File: src/core/alarm_compare_map.vh
// Register offsets, field layouts and counts of the alarm compare block.
// Operation
// - Daily hour D5 is p.m. flag in 12-hour mode, tens-twenty bit in 24-hour.
// - Weekly hour D5 is p.m. flag in 12-hour mode, tens-twenty bit in 24-hour.
// - 12-hour hours: midnight is 12, noon is 32; compare raw encoding.
// - Enable bit n matches weekday counter value n, from 0 to 6.
// - All weekday enables zero: weekly alarm never matches.
// - Daily minute at Bh, seven bits, top bit reads zero.
// - Daily hour at Ch, six bits, two top bits read zero.
// - Weekday mask at Ah, seven bits, top bit reads zero.
// - Oscillator stop leaves alarm fields undefined; fixed-zero bits still read zero.
// - Weekly minute at 8h, seven bits, top bit reads zero.
// - Weekly hour at 9h, six bits, two top bits read zero.
`ifndef ALARM_COMPARE_MAP_VH
`define ALARM_COMPARE_MAP_VH
`define ADDR_WEEKLY_ALARM_MINUTE 4'h8
`define ADDR_WEEKLY_ALARM_HOUR 4'h9
`define ADDR_WEEKLY_ALARM_WEEKDAY_MASK 4'ha
`define ADDR_DAILY_ALARM_MINUTE 4'hb
`define ADDR_DAILY_ALARM_HOUR 4'hc
`define ADDR_ALARM_STATUS 4'hd
`define ADDR_ALARM_MASK 4'he
`define MINUTE_BITS 7
`define HOUR_BITS 6
`define WEEKDAY_BITS 7
`define STAT_WEEKLY 0
`define STAT_DAILY 1
`define STAT_BITS 2
`define ALARM_FIELD_RESET 8'h00
`endif

File: src/core/alarm_compare_registers.v
// Alarm setting registers, alarm comparison and alarm interrupt status.
`timescale 1ns/1ps
`include "alarm_compare_map.vh"
module alarm_compare_registers #(
  parameter MINUTE_W = `MINUTE_BITS,
  parameter HOUR_W = `HOUR_BITS,
  parameter DAYS = `WEEKDAY_BITS
) (
  input wire ref_clk,
  input wire sys_rst,
  input wire clk_en,
  input wire [3:0] reg_addr,
  input wire [7:0] reg_wdata,
  input wire reg_wr,
  input wire reg_rd,
  output reg [7:0] reg_rdata,
  input wire [6:0] time_minute,
  input wire [5:0] time_hour,
  input wire [2:0] weekday_counter,
  input wire minute_tick,
  input wire osc_stop_flag,
  output reg weekly_alarm_event,
  output reg daily_alarm_event,
  output reg alarm_irq
);

  // Stored alarm fields; the fixed-zero bits above each field are not kept.
  reg [MINUTE_W-1:0] weekly_alarm_minute;
  reg [HOUR_W-1:0] weekly_alarm_hour;
  reg [DAYS-1:0] weekly_alarm_weekday_mask;
  reg [MINUTE_W-1:0] daily_alarm_minute;
  reg [HOUR_W-1:0] daily_alarm_hour;
  reg [`STAT_BITS-1:0] alarm_status;
  reg [`STAT_BITS-1:0] alarm_mask;

  reg [MINUTE_W-1:0] next_weekly_minute;
  reg [HOUR_W-1:0] next_weekly_hour;
  reg [DAYS-1:0] next_weekday_mask;
  reg [MINUTE_W-1:0] next_daily_minute;
  reg [HOUR_W-1:0] next_daily_hour;
  reg [`STAT_BITS-1:0] next_mask;
  reg [7:0] next_rdata;
  wire [`STAT_BITS-1:0] next_status;
  wire next_irq;

  reg wr_weekly_minute;
  reg wr_weekly_hour;
  reg wr_weekday_mask;
  reg wr_daily_minute;
  reg wr_daily_hour;
  reg wr_status;
  reg wr_mask;
  wire field_lock;

  wire [7:0] word_weekly_minute;
  wire [7:0] word_weekly_hour;
  wire [7:0] word_weekday_mask;
  wire [7:0] word_daily_minute;
  wire [7:0] word_daily_hour;
  wire [7:0] word_status;
  wire [7:0] word_mask;

  wire weekly_alarm_hour_tens20;
  wire daily_alarm_hour_tens20;
  wire time_hour_tens20;
  wire weekly_minute_eq;
  wire weekly_hour_low_eq;
  wire weekly_hour_top_eq;
  wire daily_minute_eq;
  wire daily_hour_low_eq;
  wire daily_hour_top_eq;
  wire weekday_valid;
  wire [DAYS-1:0] day_hit;
  wire day_enabled;
  wire weekly_match;
  wire daily_match;
  wire [`STAT_BITS-1:0] hit;
  wire [`STAT_BITS-1:0] clear;
  genvar i;
  genvar j;

  // Every register write is decoded once here and shared by the fields below.
  always @* begin
    wr_weekly_minute = 1'b0;
    wr_weekly_hour = 1'b0;
    wr_weekday_mask = 1'b0;
    wr_daily_minute = 1'b0;
    wr_daily_hour = 1'b0;
    wr_status = 1'b0;
    wr_mask = 1'b0;
    if (reg_wr) begin
      case (reg_addr)
        `ADDR_WEEKLY_ALARM_MINUTE: begin
          wr_weekly_minute = 1'b1;
        end
        `ADDR_WEEKLY_ALARM_HOUR: begin
          wr_weekly_hour = 1'b1;
        end
        `ADDR_WEEKLY_ALARM_WEEKDAY_MASK: begin
          wr_weekday_mask = 1'b1;
        end
        `ADDR_DAILY_ALARM_MINUTE: begin
          wr_daily_minute = 1'b1;
        end
        `ADDR_DAILY_ALARM_HOUR: begin
          wr_daily_hour = 1'b1;
        end
        `ADDR_ALARM_STATUS: begin
          wr_status = 1'b1;
        end
        `ADDR_ALARM_MASK: begin
          wr_mask = 1'b1;
        end
        default: begin
        end
      endcase
    end
  end

  assign field_lock = osc_stop_flag;

  // While the oscillator stop condition stands the fields are held at zero and
  // writes are ignored; the hardware leaves them undefined, and zero is the one
  // value that keeps the weekly alarm silent until software programs it again.
  always @* begin
    next_weekly_minute = weekly_alarm_minute;
    if (field_lock) begin
      next_weekly_minute = {MINUTE_W{1'b0}};
    end else if (wr_weekly_minute) begin
      next_weekly_minute = reg_wdata[MINUTE_W-1:0];
    end
  end

  always @(posedge ref_clk) begin
    if (sys_rst) begin
      weekly_alarm_minute <= {MINUTE_W{1'b0}};
    end else if (clk_en) begin
      weekly_alarm_minute <= next_weekly_minute;
    end
  end

  always @* begin
    next_weekly_hour = weekly_alarm_hour;
    if (field_lock) begin
      next_weekly_hour = {HOUR_W{1'b0}};
    end else if (wr_weekly_hour) begin
      next_weekly_hour = reg_wdata[HOUR_W-1:0];
    end
  end

  always @(posedge ref_clk) begin
    if (sys_rst) begin
      weekly_alarm_hour <= {HOUR_W{1'b0}};
    end else if (clk_en) begin
      weekly_alarm_hour <= next_weekly_hour;
    end
  end

  always @* begin
    next_weekday_mask = weekly_alarm_weekday_mask;
    if (field_lock) begin
      next_weekday_mask = {DAYS{1'b0}};
    end else if (wr_weekday_mask) begin
      next_weekday_mask = reg_wdata[DAYS-1:0];
    end
  end

  always @(posedge ref_clk) begin
    if (sys_rst) begin
      weekly_alarm_weekday_mask <= {DAYS{1'b0}};
    end else if (clk_en) begin
      weekly_alarm_weekday_mask <= next_weekday_mask;
    end
  end

  always @* begin
    next_daily_minute = daily_alarm_minute;
    if (field_lock) begin
      next_daily_minute = {MINUTE_W{1'b0}};
    end else if (wr_daily_minute) begin
      next_daily_minute = reg_wdata[MINUTE_W-1:0];
    end
  end

  always @(posedge ref_clk) begin
    if (sys_rst) begin
      daily_alarm_minute <= {MINUTE_W{1'b0}};
    end else if (clk_en) begin
      daily_alarm_minute <= next_daily_minute;
    end
  end

  always @* begin
    next_daily_hour = daily_alarm_hour;
    if (field_lock) begin
      next_daily_hour = {HOUR_W{1'b0}};
    end else if (wr_daily_hour) begin
      next_daily_hour = reg_wdata[HOUR_W-1:0];
    end
  end

  always @(posedge ref_clk) begin
    if (sys_rst) begin
      daily_alarm_hour <= {HOUR_W{1'b0}};
    end else if (clk_en) begin
      daily_alarm_hour <= next_daily_hour;
    end
  end

  always @* begin
    next_mask = alarm_mask;
    if (wr_mask) begin
      next_mask = reg_wdata[`STAT_BITS-1:0];
    end
  end

  always @(posedge ref_clk) begin
    if (sys_rst) begin
      alarm_mask <= {`STAT_BITS{1'b0}};
    end else if (clk_en) begin
      alarm_mask <= next_mask;
    end
  end

  // One decode per weekday; the value seven selects no bit and never matches.
  assign weekday_valid = (weekday_counter != 3'h7);
  generate
    for (i = 0; i < DAYS; i = i + 1) begin : g_day
      assign day_hit[i] = weekly_alarm_weekday_mask[i] && weekday_valid && (weekday_counter == i);
    end
  endgenerate
  assign day_enabled = |day_hit;

  // Hours are compared as raw six-bit codes: bit five is the p.m. flag in the
  // 12-hour format and the tens-twenty bit in the 24-hour format, and either
  // way it must equal the counter's bit five, so midnight 12 and noon 32 work.
  assign weekly_alarm_hour_tens20 = weekly_alarm_hour[HOUR_W-1];
  assign daily_alarm_hour_tens20 = daily_alarm_hour[HOUR_W-1];
  assign time_hour_tens20 = time_hour[HOUR_W-1];
  assign weekly_minute_eq = (time_minute == weekly_alarm_minute);
  assign weekly_hour_low_eq = (time_hour[HOUR_W-2:0] == weekly_alarm_hour[HOUR_W-2:0]);
  assign weekly_hour_top_eq = (time_hour_tens20 == weekly_alarm_hour_tens20);
  assign daily_minute_eq = (time_minute == daily_alarm_minute);
  assign daily_hour_low_eq = (time_hour[HOUR_W-2:0] == daily_alarm_hour[HOUR_W-2:0]);
  assign daily_hour_top_eq = (time_hour_tens20 == daily_alarm_hour_tens20);
  assign weekly_match = weekly_minute_eq && weekly_hour_low_eq && weekly_hour_top_eq &&
    day_enabled;
  assign daily_match = daily_minute_eq && daily_hour_low_eq && daily_hour_top_eq;
  // A match counts only on the tick that opens a new minute, so an alarm
  // time that stands for a whole minute raises its event once.
  assign hit[`STAT_WEEKLY] = minute_tick && weekly_match;
  assign hit[`STAT_DAILY] = minute_tick && daily_match;

  // Status bits are cleared by writing ones; an event in the same cycle wins.
  assign clear = wr_status ? reg_wdata[`STAT_BITS-1:0] : {`STAT_BITS{1'b0}};
  generate
    for (j = 0; j < `STAT_BITS; j = j + 1) begin : g_status
      assign next_status[j] = hit[j] | (alarm_status[j] & ~clear[j]);
    end
  endgenerate

  always @(posedge ref_clk) begin
    if (sys_rst) begin
      alarm_status <= {`STAT_BITS{1'b0}};
    end else if (clk_en) begin
      alarm_status <= next_status;
    end
  end

  // Read words with their fixed-zero bits in place.
  assign word_weekly_minute = {{(8-MINUTE_W){1'b0}}, weekly_alarm_minute};
  assign word_weekly_hour = {{(8-HOUR_W){1'b0}}, weekly_alarm_hour};
  assign word_weekday_mask = {{(8-DAYS){1'b0}}, weekly_alarm_weekday_mask};
  assign word_daily_minute = {{(8-MINUTE_W){1'b0}}, daily_alarm_minute};
  assign word_daily_hour = {{(8-HOUR_W){1'b0}}, daily_alarm_hour};
  assign word_status = {{(8-`STAT_BITS){1'b0}}, alarm_status};
  assign word_mask = {{(8-`STAT_BITS){1'b0}}, alarm_mask};

  always @* begin
    case (reg_addr)
      `ADDR_WEEKLY_ALARM_MINUTE: begin
        next_rdata = word_weekly_minute;
      end
      `ADDR_WEEKLY_ALARM_HOUR: begin
        next_rdata = word_weekly_hour;
      end
      `ADDR_WEEKLY_ALARM_WEEKDAY_MASK: begin
        next_rdata = word_weekday_mask;
      end
      `ADDR_DAILY_ALARM_MINUTE: begin
        next_rdata = word_daily_minute;
      end
      `ADDR_DAILY_ALARM_HOUR: begin
        next_rdata = word_daily_hour;
      end
      `ADDR_ALARM_STATUS: begin
        next_rdata = word_status;
      end
      `ADDR_ALARM_MASK: begin
        next_rdata = word_mask;
      end
      default: begin
        next_rdata = 8'h00;
      end
    endcase
  end

  // Read data stand until the next enabled cycle without a read, then fall back to zero.
  always @(posedge ref_clk) begin
    if (sys_rst) begin
      reg_rdata <= 8'h00;
    end else if (clk_en) begin
      if (reg_rd) begin
        reg_rdata <= next_rdata;
      end else begin
        reg_rdata <= 8'h00;
      end
    end
  end

  always @(posedge ref_clk) begin
    if (sys_rst) begin
      weekly_alarm_event <= 1'b0;
    end else if (clk_en) begin
      weekly_alarm_event <= hit[`STAT_WEEKLY];
    end
  end

  always @(posedge ref_clk) begin
    if (sys_rst) begin
      daily_alarm_event <= 1'b0;
    end else if (clk_en) begin
      daily_alarm_event <= hit[`STAT_DAILY];
    end
  end

  // The interrupt looks at the next status so that it rises with the event.
  assign next_irq = |(next_status & alarm_mask);

  always @(posedge ref_clk) begin
    if (sys_rst) begin
      alarm_irq <= 1'b0;
    end else if (clk_en) begin
      alarm_irq <= next_irq;
    end
  end

endmodule // alarm_compare_registers

File: config.mk
export PLATFORM = sky130hd
export DESIGN_NAME = alarm_compare_registers
export DESIGN_NICKNAME = d
export VERILOG_FILES = /design/src/core/alarm_compare_registers.v
export VERILOG_INCLUDE_DIRS = /design/src /design/src/core
export SDC_FILE = /design/constraint.sdc
export NUM_CORES = 1
export LEC_CHECK = 0
export BUFFER_PORTS_ARGS = -buffer_cell sky130_fd_sc_hd__buf_2
export CAP_MARGIN = 5
export CORE_MARGIN = 1.5
export CORE_UTILIZATION = 40
export CTS_BUF_LIST = sky130_fd_sc_hd__clkbuf_4 sky130_fd_sc_hd__clkbuf_8
export DETAILED_ROUTE_END_ITERATION = 10
export PLACE_DENSITY = 0.63
export SYNTH_ARGS = -nofsm -noshare
export SYNTH_HDL_FRONTEND = slang
export SYNTH_SLANG_ARGS = --single-unit
export TNS_END_PERCENT = 5
File: constraint.sdc
create_clock -name ref_clk -period 2.1 [get_ports ref_clk]
set_input_delay 0.42 -clock ref_clk [delete_from_list [all_inputs] [get_ports ref_clk]]
set_output_delay 0.42 -clock ref_clk [all_outputs]
set_load 0.03 [all_outputs]
== Word-level counts from Yosys, hierarchy flattened ==
Cells that the tools add are included.
Operators by class
  equal/unequal tests: 20
  bitwise logic cells: 7
  reductions and logical operators: 35
  muxes and demuxes: 27
Operators with widths (count)
  case mux 7 bit (7 select lines): 1
  2-to-1 mux 7 bit: 6
  == test 4 bit, second input constant: 7
  2-to-1 mux 6 bit: 4
  logical AND 1 bit: 21
  == test 7 bit: 2
  2-to-1 mux 1 bit: 14
  AND reduction 2 bit: 6
  == test 5 bit: 2
  nonzero test 2 bit: 5
  == test 3 bit, second input constant: 3
  2-to-1 mux 8 bit: 1
  OR reduction 7 bit: 1
  == test 3 x 2 -> 1 bit, second input constant: 2
  == test 3 x 1 -> 1 bit, second input constant: 1
  logical NOT 3 bit: 1
  != test 3 bit, second input constant: 1
  bitwise AND 1 bit: 2
  bitwise AND 2 bit: 1
  == test 1 bit: 2
  2-to-1 mux 2 bit: 1
  inverter 1 bit: 2
  OR 1 bit: 2
  OR reduction 2 bit: 1
Word-level totals
  output and inout bits: 11
  word-level logic and storage cells: 100
  bits in registers: 48

== Longest topological paths before layout ==
Gate-level depths: netlist (run 1).
  depth in word-level cells: 9
  mapped depth: 7
  mapped depth without buffers: 5

== Least setup slack after synthesis (run 1) ==
OpenSTA, ideal clock, no wires.
  kind: input-to-reg
  from: input port reg_addr[0]
  to: register reg_rdata[0]
  arrival: 1.451 ns
  stages: 5
  buffers on the path: 1
  setup slack: 0.521 ns
  setup time: 0.128 ns
  cells stage by stage: buf_6 mux4_2 mux2_2 a22oi_2 nor2_1
Between the ends
  longest elaborated chain between the ends: 3
RTL lines
  from (decl): line alarm_compare_registers.v:12  | input wire [3:0] reg_addr,
  == test 4 bit: line alarm_compare_registers.v:280  | case (reg_addr)
  case mux 7 bit (7 select lines) *: line alarm_compare_registers.v:280
  2-to-1 mux 8 bit *: line alarm_compare_registers.v:313  | if (reg_rd) begin
  to (signal assigned): line alarm_compare_registers.v:314  | reg_rdata <= next_rdata;
  to (decl): line alarm_compare_registers.v:16  | output reg [7:0] reg_rdata,
Every way passes the cells marked *; elsewhere a longest branch is shown, timed or not.
A chain may end at the register's enable or synchronous reset.

== Worst setup path in the final report (run 1) ==
  from: register weekly_alarm_hour[1]
  to: register weekly_alarm_event
Between the ends
  longest elaborated chain between the ends: 5
RTL lines
  from (decl): line alarm_compare_registers.v:29  | reg [HOUR_W-1:0] weekly_alarm_hour;
  from (signal assigned): line alarm_compare_registers.v:153  | weekly_alarm_hour <= {HOUR_W{1'b0}};
  from (signal assigned): line alarm_compare_registers.v:155  | weekly_alarm_hour <= next_weekly_hour;
  == test 5 bit: line alarm_compare_registers.v:241  | assign weekly_hour_low_eq = (time_hour[HOUR_W-2:0] == weekly_alarm_hour[HOUR_W-2:0]);
  logical AND 1 bit (3 in a row): line alarm_compare_registers.v:246  | assign weekly_match = weekly_minute_eq && weekly_hour_low_eq && weekly_hour_top_eq &&
  logical AND 1 bit: line alarm_compare_registers.v:251  | assign hit[`STAT_WEEKLY] = minute_tick && weekly_match;
  to (signal assigned): line alarm_compare_registers.v:325  | weekly_alarm_event <= hit[`STAT_WEEKLY];
  to (decl): line alarm_compare_registers.v:22  | output reg weekly_alarm_event,
No other way between the ends.

==> results of run 1 <==
-- placed cells by master (no fill, tap or decap), drive strengths merged, types with 4 or more instances in the layout --
cell	n
xnor2	26
nor2b	9
nand2	9
a22oi	45
nand4	6
mux2	4
nor2	43
dfxtp	47
a21oi	12
clkbuf	8
o22ai	5
a2bb2oi	4
nor4	4
nand3	7
o21ai	4
mux2i	9
buf	53
-- critical path, cell delays in order, from the launching register on --
cell and delay (ns):
dfxtp_1 0.36, xnor2_1 0.28, nand4_1 0.16, nor4_1 0.47
nand3_1 0.20, a21oi_1 0.18
-- where the power goes --
part	switching, mW	total (mW)	internal [mW]
Clock	0.284	0.598	0.314
Sequential	0.00243	0.895	0.892
Combinational	0.124	0.198	0.0746
-- final timing paths --
| check | to | slack, ns | start |
|---|---|---|---|
| worst max-delay path | weekly_alarm_event$_SDFFE_PP0P_ | 0.38 | weekly_alarm_hour[1]$_SDFFE_PP0P_ |
| worst min-delay path | reg_rdata[0]$_SDFFE_PP0P_ | 0.45 | sys_rst |
| worst max register to register | weekly_alarm_event$_SDFFE_PP0P_ | 0.38 | weekly_alarm_hour[1]$_SDFFE_PP0P_ |
| worst min register to register | daily_alarm_event$_SDFFE_PP0P_ | 0.46 | daily_alarm_event$_SDFFE_PP0P_ |
-- flip-flops by register name, indices dropped and copies added, names as in the netlist --
signal and cells:
alarm_mask 2, daily_alarm_event 1, alarm_irq 1, reg_rdata 7
weekly_alarm_hour 6, daily_alarm_hour 6, weekly_alarm_minute 7, daily_alarm_minute 7
weekly_alarm_event 1, alarm_status 2, weekly_alarm_weekday_mask 7
-- cell families (layout without fill, tap and decap cells) --
kind of cell,Yosys count,after routing,share of synthesized area [%]
buffers and inverters,16,63,3.36
AO/OA/AOI/OAI,74,74,21.4
flip-flops,47,47,38.2
multiplexers,15,15,7.32
XOR/XNOR,26,26,9.25
other,1,1,0.152
AND/OR/NAND/NOR,94,94,20.3
-- metrics by stage --
step           hold slack, ns  total power, mW  cell area [µm²]
2_1_floorplan           0.463             1.03             2460
3_3_place_gp            0.445             1.11             2770
3_5_place_dp            0.456             1.11             2770
4_1_cts                 0.443             1.71             2870
5_1_grt                 0.442             1.77             2870
6_report                0.445             1.69             2870
-- area by class of cell --
cell class | instances | share of cell area [%]
clock buffers | 8 | 3.61
multi-input cells | 210 | 50.0
repair buffers | 53 | 10.1
flip-flops and latches | 47 | 32.7
inverters | 2 | 0.261
well taps | 75 | 3.27
-- layer usage --
| layer | vias to the layer above | routed length (µm) | track usage [%] |
|---|---|---|---|
| met3 | 6 | 332 | 3.44 |
| met1 | 1012 | 3180 | 28.9 |
| met5 | - | 0 | 0 |
| met2 | 67 | 3020 | 33.6 |
| li1 | 1086 | - | - |
| met4 | 0 | 100 | 5.69 |
==> flow_metrics.env, run 1 <==
export IMPL_status="finished, final reports clean"
export IMPL_rr_worst_depth=5
export IMPL_die_w_um=81.4
export IMPL_path_clk_slew_ns=0.09
export IMPL_cts_repair_resized=0
export IMPL_fin_nets=354
export IMPL_die_area_mm2=0.00663
export IMPL_vdd_drop_max_mv=0.394
export IMPL_synth_cells=273
export IMPL_pre_cts_slack_ns=0.213
export IMPL_grt_overflow_total=0
export IMPL_ys_top_cells_by_area="dfxtp_1 (38%), a22oi_1 (13%), xnor2_1 (9.3%)"
export IMPL_ys_async_sr_fraction_pct=0
export IMPL_root_buffer="clkbuf_8"
export IMPL_vias=2171
export IMPL_grt_setup_unrepaired="false"
export IMPL_synth_top_area_share_pct=38.2
export IMPL_core_rowCount=28
export IMPL_yosysSeqAreaShare_pct=38.2
export IMPL_synth_edf_count=0
export IMPL_clkSinkCount=47
export IMPL_ys_warn_count=0
export IMPL_drv_slew=0
export IMPL_cp_data_arrival_time_ns=1.95
export IMPL_post_route_util_pct=48.5
export IMPL_diodes=0
export IMPL_start_util_pct=41.6
export IMPL_endpoint_kind="flip-flop"
export IMPL_period_share_pct=81.8
export IMPL_drv_cap=0
export IMPL_leakage_nw=1.06
export IMPL_area_growth_pct=16.8
export IMPL_dpl_cell_count=387
export IMPL_wire_per_inst_um=16.8
export IMPL_multi_input_area_mm2=0.00144
export IMPL_synth_cell_types=39
export IMPL_drt_pre_antenna_iters=4
export IMPL_grt_antenna_before_repair=0
export IMPL_die_y_um=81.4
export IMPL_grt_pass1_vias=2063
export IMPL_yosys_register_bits=47
export IMPL_htreeDepth=2
export IMPL_drive_above_1_share_pct=23.1
export IMPL_port_buffers=43
export IMPL_fillCellCount=588
export IMPL_pin_count=46
export IMPL_critPathKind="reg -> reg"
export IMPL_synth_net_count=308
export IMPL_hold_buffers=0
export IMPL_insertion_delay_ns=0.29
export IMPL_maxSlewHeadroom_pct=56.4
export IMPL_worst_pin_slew_ns=0.654
export IMPL_cts_tree="yes"
export IMPL_syn_area_per_cell_um2=9.02
export IMPL_cp_required_ns=2.33
export IMPL_fin_crit_ns=1.72
export IMPL_stdcell_count=395
export IMPL_synth_most_common_cell="dfxtp_1"
export IMPL_drc_errors=0
export IMPL_vias_per_cell=5.50
export IMPL_finalSetupTns_ns=0
export IMPL_hold_viol_final=0
export IMPL_grt_usage_pct=20.9
export IMPL_postRouteWirelength_um=6630
export IMPL_cp_max_fo=3
export IMPL_min_path_cells=2
export IMPL_netlist_area_mm2=0.00246
export IMPL_grt_max_degree=37
export IMPL_seq_area_um2=941
export IMPL_core_area_mm2=0.00592
export IMPL_power_density_mw_per_mm2=588
export IMPL_hold_class="in -> reg"
export IMPL_grt_pass1_wl_um=10400
export IMPL_setup_viol=0
export IMPL_clk_path_buf_depth=2
export IMPL_setup_ws_ns=0.383
export IMPL_numCtsBuffers=5
export IMPL_synth_top_cells_by_count="dfxtp_1 (47), a22oi_1 (44), nor2_1 (43)"
export IMPL_gp_congestion=0.973
export IMPL_drt_iter0_markers=172
export IMPL_synth_top_area_cell="dfxtp_1"
export IMPL_final_antenna_net_count=0
export IMPL_synth_ff_type="dfxtp_1"
export IMPL_post_cts_buffers=0
export IMPL_skew_ns=0.00644
export IMPL_start_kind="flip-flop"
export IMPL_place_hpwl_um=5070
export IMPL_fmax_ghz=0.582
Note: power is estimated with default switching activity, not from simulation.
==> run 2: changes to the inputs <==
Settings changed: ABC_AREA from default to 1, PLACE_DENSITY 0.63 to 0.65.
Clock period 2.1 ns to 1.45 ns, I/O delays scaled along.
==> run 2 against run 1 <==
Non-clock buffer count rose by 4. Sequential share of layout area fell by 2.7 points. Via count rose by 32%. First-iteration DRC count is 17% higher.
==> flow_metrics.env, run 2 <==
export IMPL_die_y_um=84.1
export IMPL_vdd_drop_max_mv=0.432
export IMPL_path_clk_slew_ns=0.09
export IMPL_synth_ff_type="dfxtp_1"
export IMPL_drt_pre_antenna_iters=4
export IMPL_min_path_cells=2
export IMPL_hold_path_endpoint="alarm_irq$_SDFFE_PP0P_"
export IMPL_pin_count=46
export IMPL_synth_top_area_share_pct=35.7
export IMPL_ys_top_cells_by_area="dfxtp_1 (36%), nand2_1 (26%), inv_1 (9.8%)"
export IMPL_port_buffers=43
export IMPL_timing_rr_end="alarm_irq$_SDFFE_PP0P_"
export IMPL_critPathKind="reg -> reg"
export IMPL_ys_warn_count=0
export IMPL_grt_setup_unrepaired="false"
export IMPL_drt_iter0_markers=202
export IMPL_htreeDepth=2
export IMPL_drive_above_1_share_pct=15.8
export IMPL_fin_nets=539
export IMPL_fin_crit_ns=1.33
export IMPL_finalSetupTns_ns=0
export IMPL_grt_pass1_vias=2534
export IMPL_vias_per_cell=4.94
export IMPL_die_area_mm2=0.00708
export IMPL_synth_top_area_cell="dfxtp_1"
export IMPL_drv_slew=0
export IMPL_synth_top_cells_by_count="nand2_1 (180), inv_1 (69), a21oi_1 (49)"
export IMPL_leakage_nw=1.40
export IMPL_dpl_cell_count=574
export IMPL_wire_per_inst_um=13.1
export IMPL_cts_repair_resized=0
export IMPL_power_density_mw_per_mm2=837
export IMPL_core_rowCount=29
export IMPL_drv_cap=0
export IMPL_gp_congestion=0.904
export IMPL_clk_path_buf_depth=2
export IMPL_ys_async_sr_fraction_pct=0
export IMPL_cp_max_fo=3
export IMPL_start_kind="flip-flop"
export IMPL_cp_required_ns=1.69
export IMPL_diodes=0
export IMPL_insertion_delay_ns=0.30
export IMPL_fillCellCount=703
export IMPL_post_route_util_pct=49.5
export IMPL_grt_usage_pct=21.6
export IMPL_area_growth_pct=19.4
export IMPL_pre_cts_slack_ns=-0.0419
export IMPL_synth_cells=448
export IMPL_yosys_register_bits=47
export IMPL_grt_antenna_before_repair=0
export IMPL_final_common_cell="nand2_1"
export IMPL_syn_area_per_cell_um2=5.88
export IMPL_post_cts_buffers=0
export IMPL_min_delay_start="sys_rst"
export IMPL_setup_ws_ns=0.123
export IMPL_fmax_ghz=0.754
export IMPL_endpoint_kind="flip-flop"
export IMPL_r2r_start="daily_alarm_minute[5]$_SDFFE_PP0P_"
export IMPL_clkSinkCount=47
export IMPL_vias=2875
export IMPL_core_area_mm2=0.00635
export IMPL_yosysSeqAreaShare_pct=35.7
export IMPL_postRouteWirelength_um=7630
export IMPL_root_buffer="clkbuf_8"
export IMPL_netlist_area_mm2=0.00263
export IMPL_hold_buffers=0
export IMPL_synth_net_count=483
export IMPL_setup_viol=0
export IMPL_final_antenna_net_count=0
export IMPL_die_w_um=84.1
export IMPL_synth_cell_types=24
export IMPL_synth_edf_count=0
export IMPL_r2r_setup_slack_ns=0.12
export IMPL_skew_ns=0.00462
export IMPL_cts_tree="yes"
export IMPL_final_cell_mix="nand2_1 (179), inv_1 (69), a21oi_1 (49), dfxtp_1 (45), buf_2 (43)"
export IMPL_synth_most_common_cell="nand2_1"
export IMPL_hold_class="in -> reg"
export IMPL_rr_worst_depth=10
export IMPL_place_hpwl_um=5940
export IMPL_stdcell_count=582
export IMPL_start_util_pct=41.5
export IMPL_grt_pass1_wl_um=11900
export IMPL_period_share_pct=91.5
export IMPL_numCtsBuffers=5
export IMPL_status="finished, final reports clean"
export IMPL_grt_max_degree=25
export IMPL_hold_viol_final=0
export IMPL_cp_data_arrival_time_ns=1.57
export IMPL_drc_errors=0
export IMPL_grt_overflow_total=0
-- run 2: through the flow --
stage / total power [mW] / area [µm²] / hold slack [ns]
3_5_place_dp: 1.65 / 3010 / 0.453
5_1_grt: 2.75 / 3140 / 0.223
4_1_cts: 2.65 / 3130 / 0.221
2_1_floorplan: 1.51 / 2630 / 0.439
6_report: 2.63 / 3140 / 0.224
3_3_place_gp: 1.64 / 3010 / 0.451
-- run 2: power by group --
part / switching [mW] / internal (mW) / leakage (nW) / total, mW
combinational: 0.210 / 0.109 / 0.955 / 0.319
sequential: 0.00525 / 1.30 / 0.380 / 1.30
clock: 0.451 / 0.558 / 0.0612 / 1.01
-- run 2: kinds of logic after synthesis --
kind of cell	count (synthesis)	share of synthesized area, %
simple gates	239	36.0
flops	47	35.7
xor+xnor	1	0.333
other cells	1	0.142
buf+inv	79	11.5
compound gates	81	16.4
-- run 2: worst max path at each step --
| stage | start | endpoint | slack [ns] | cells past startpoint |
|---|---|---|---|---|
| global placement | reg_addr[1] | reg_rdata[0]$_SDFFE_PP0P_ | -0.02 | 8 |
| floorplan | reg_addr[0] | alarm_irq$_SDFFE_PP0P_ | 0.30 | 7 |
| finish | daily_alarm_minute[5]$_SDFFE_PP0P_ | alarm_irq$_SDFFE_PP0P_ | 0.12 | 10 |
| detailed placement | reg_addr[1] | reg_rdata[0]$_SDFFE_PP0P_ | -0.04 | 8 |
| CTS | weekly_alarm_hour[2]$_SDFFE_PP0P_ | alarm_irq$_SDFFE_PP0P_ | 0.06 | 10 |
| global route | weekly_alarm_hour[2]$_SDFFE_PP0P_ | alarm_irq$_SDFFE_PP0P_ | 0.004 | 10 |
-- run 2: cell type report --
type	instances	area, µm²	share of cell area [%]
Clock buffer	6	82.6	2.63
Inverter	71	267	8.48
Sequential cell	47	943	30.0
Clock inverter	2	35.0	1.11
Tap cell	77	96.3	3.06
Timing Repair Buffer	57	320	10.2
Multi-Input combinational cell	322	1400	44.5
-- run 2: layer usage --
layer	track usage, %	vias to the layer above	part of all wire, %
li1	-	1495	-
met1	28.6	1280	45
met2	35.3	88	47
met3	3.66	12	6.7
met4	8.35	0	2.1
met5	0	-	0
-- run 2: worst max-delay path, cell delays in order, from the launching register on --
cell     delay [ns]
dfxtp_1        0.38
inv_1          0.08
nand2_1        0.06
nand2_1        0.05
nor2_1         0.11
nand2_1        0.07
nor2_1         0.08
nand2_1        0.12
nand2_1        0.12
a21oi_1        0.07
a21oi_1        0.13
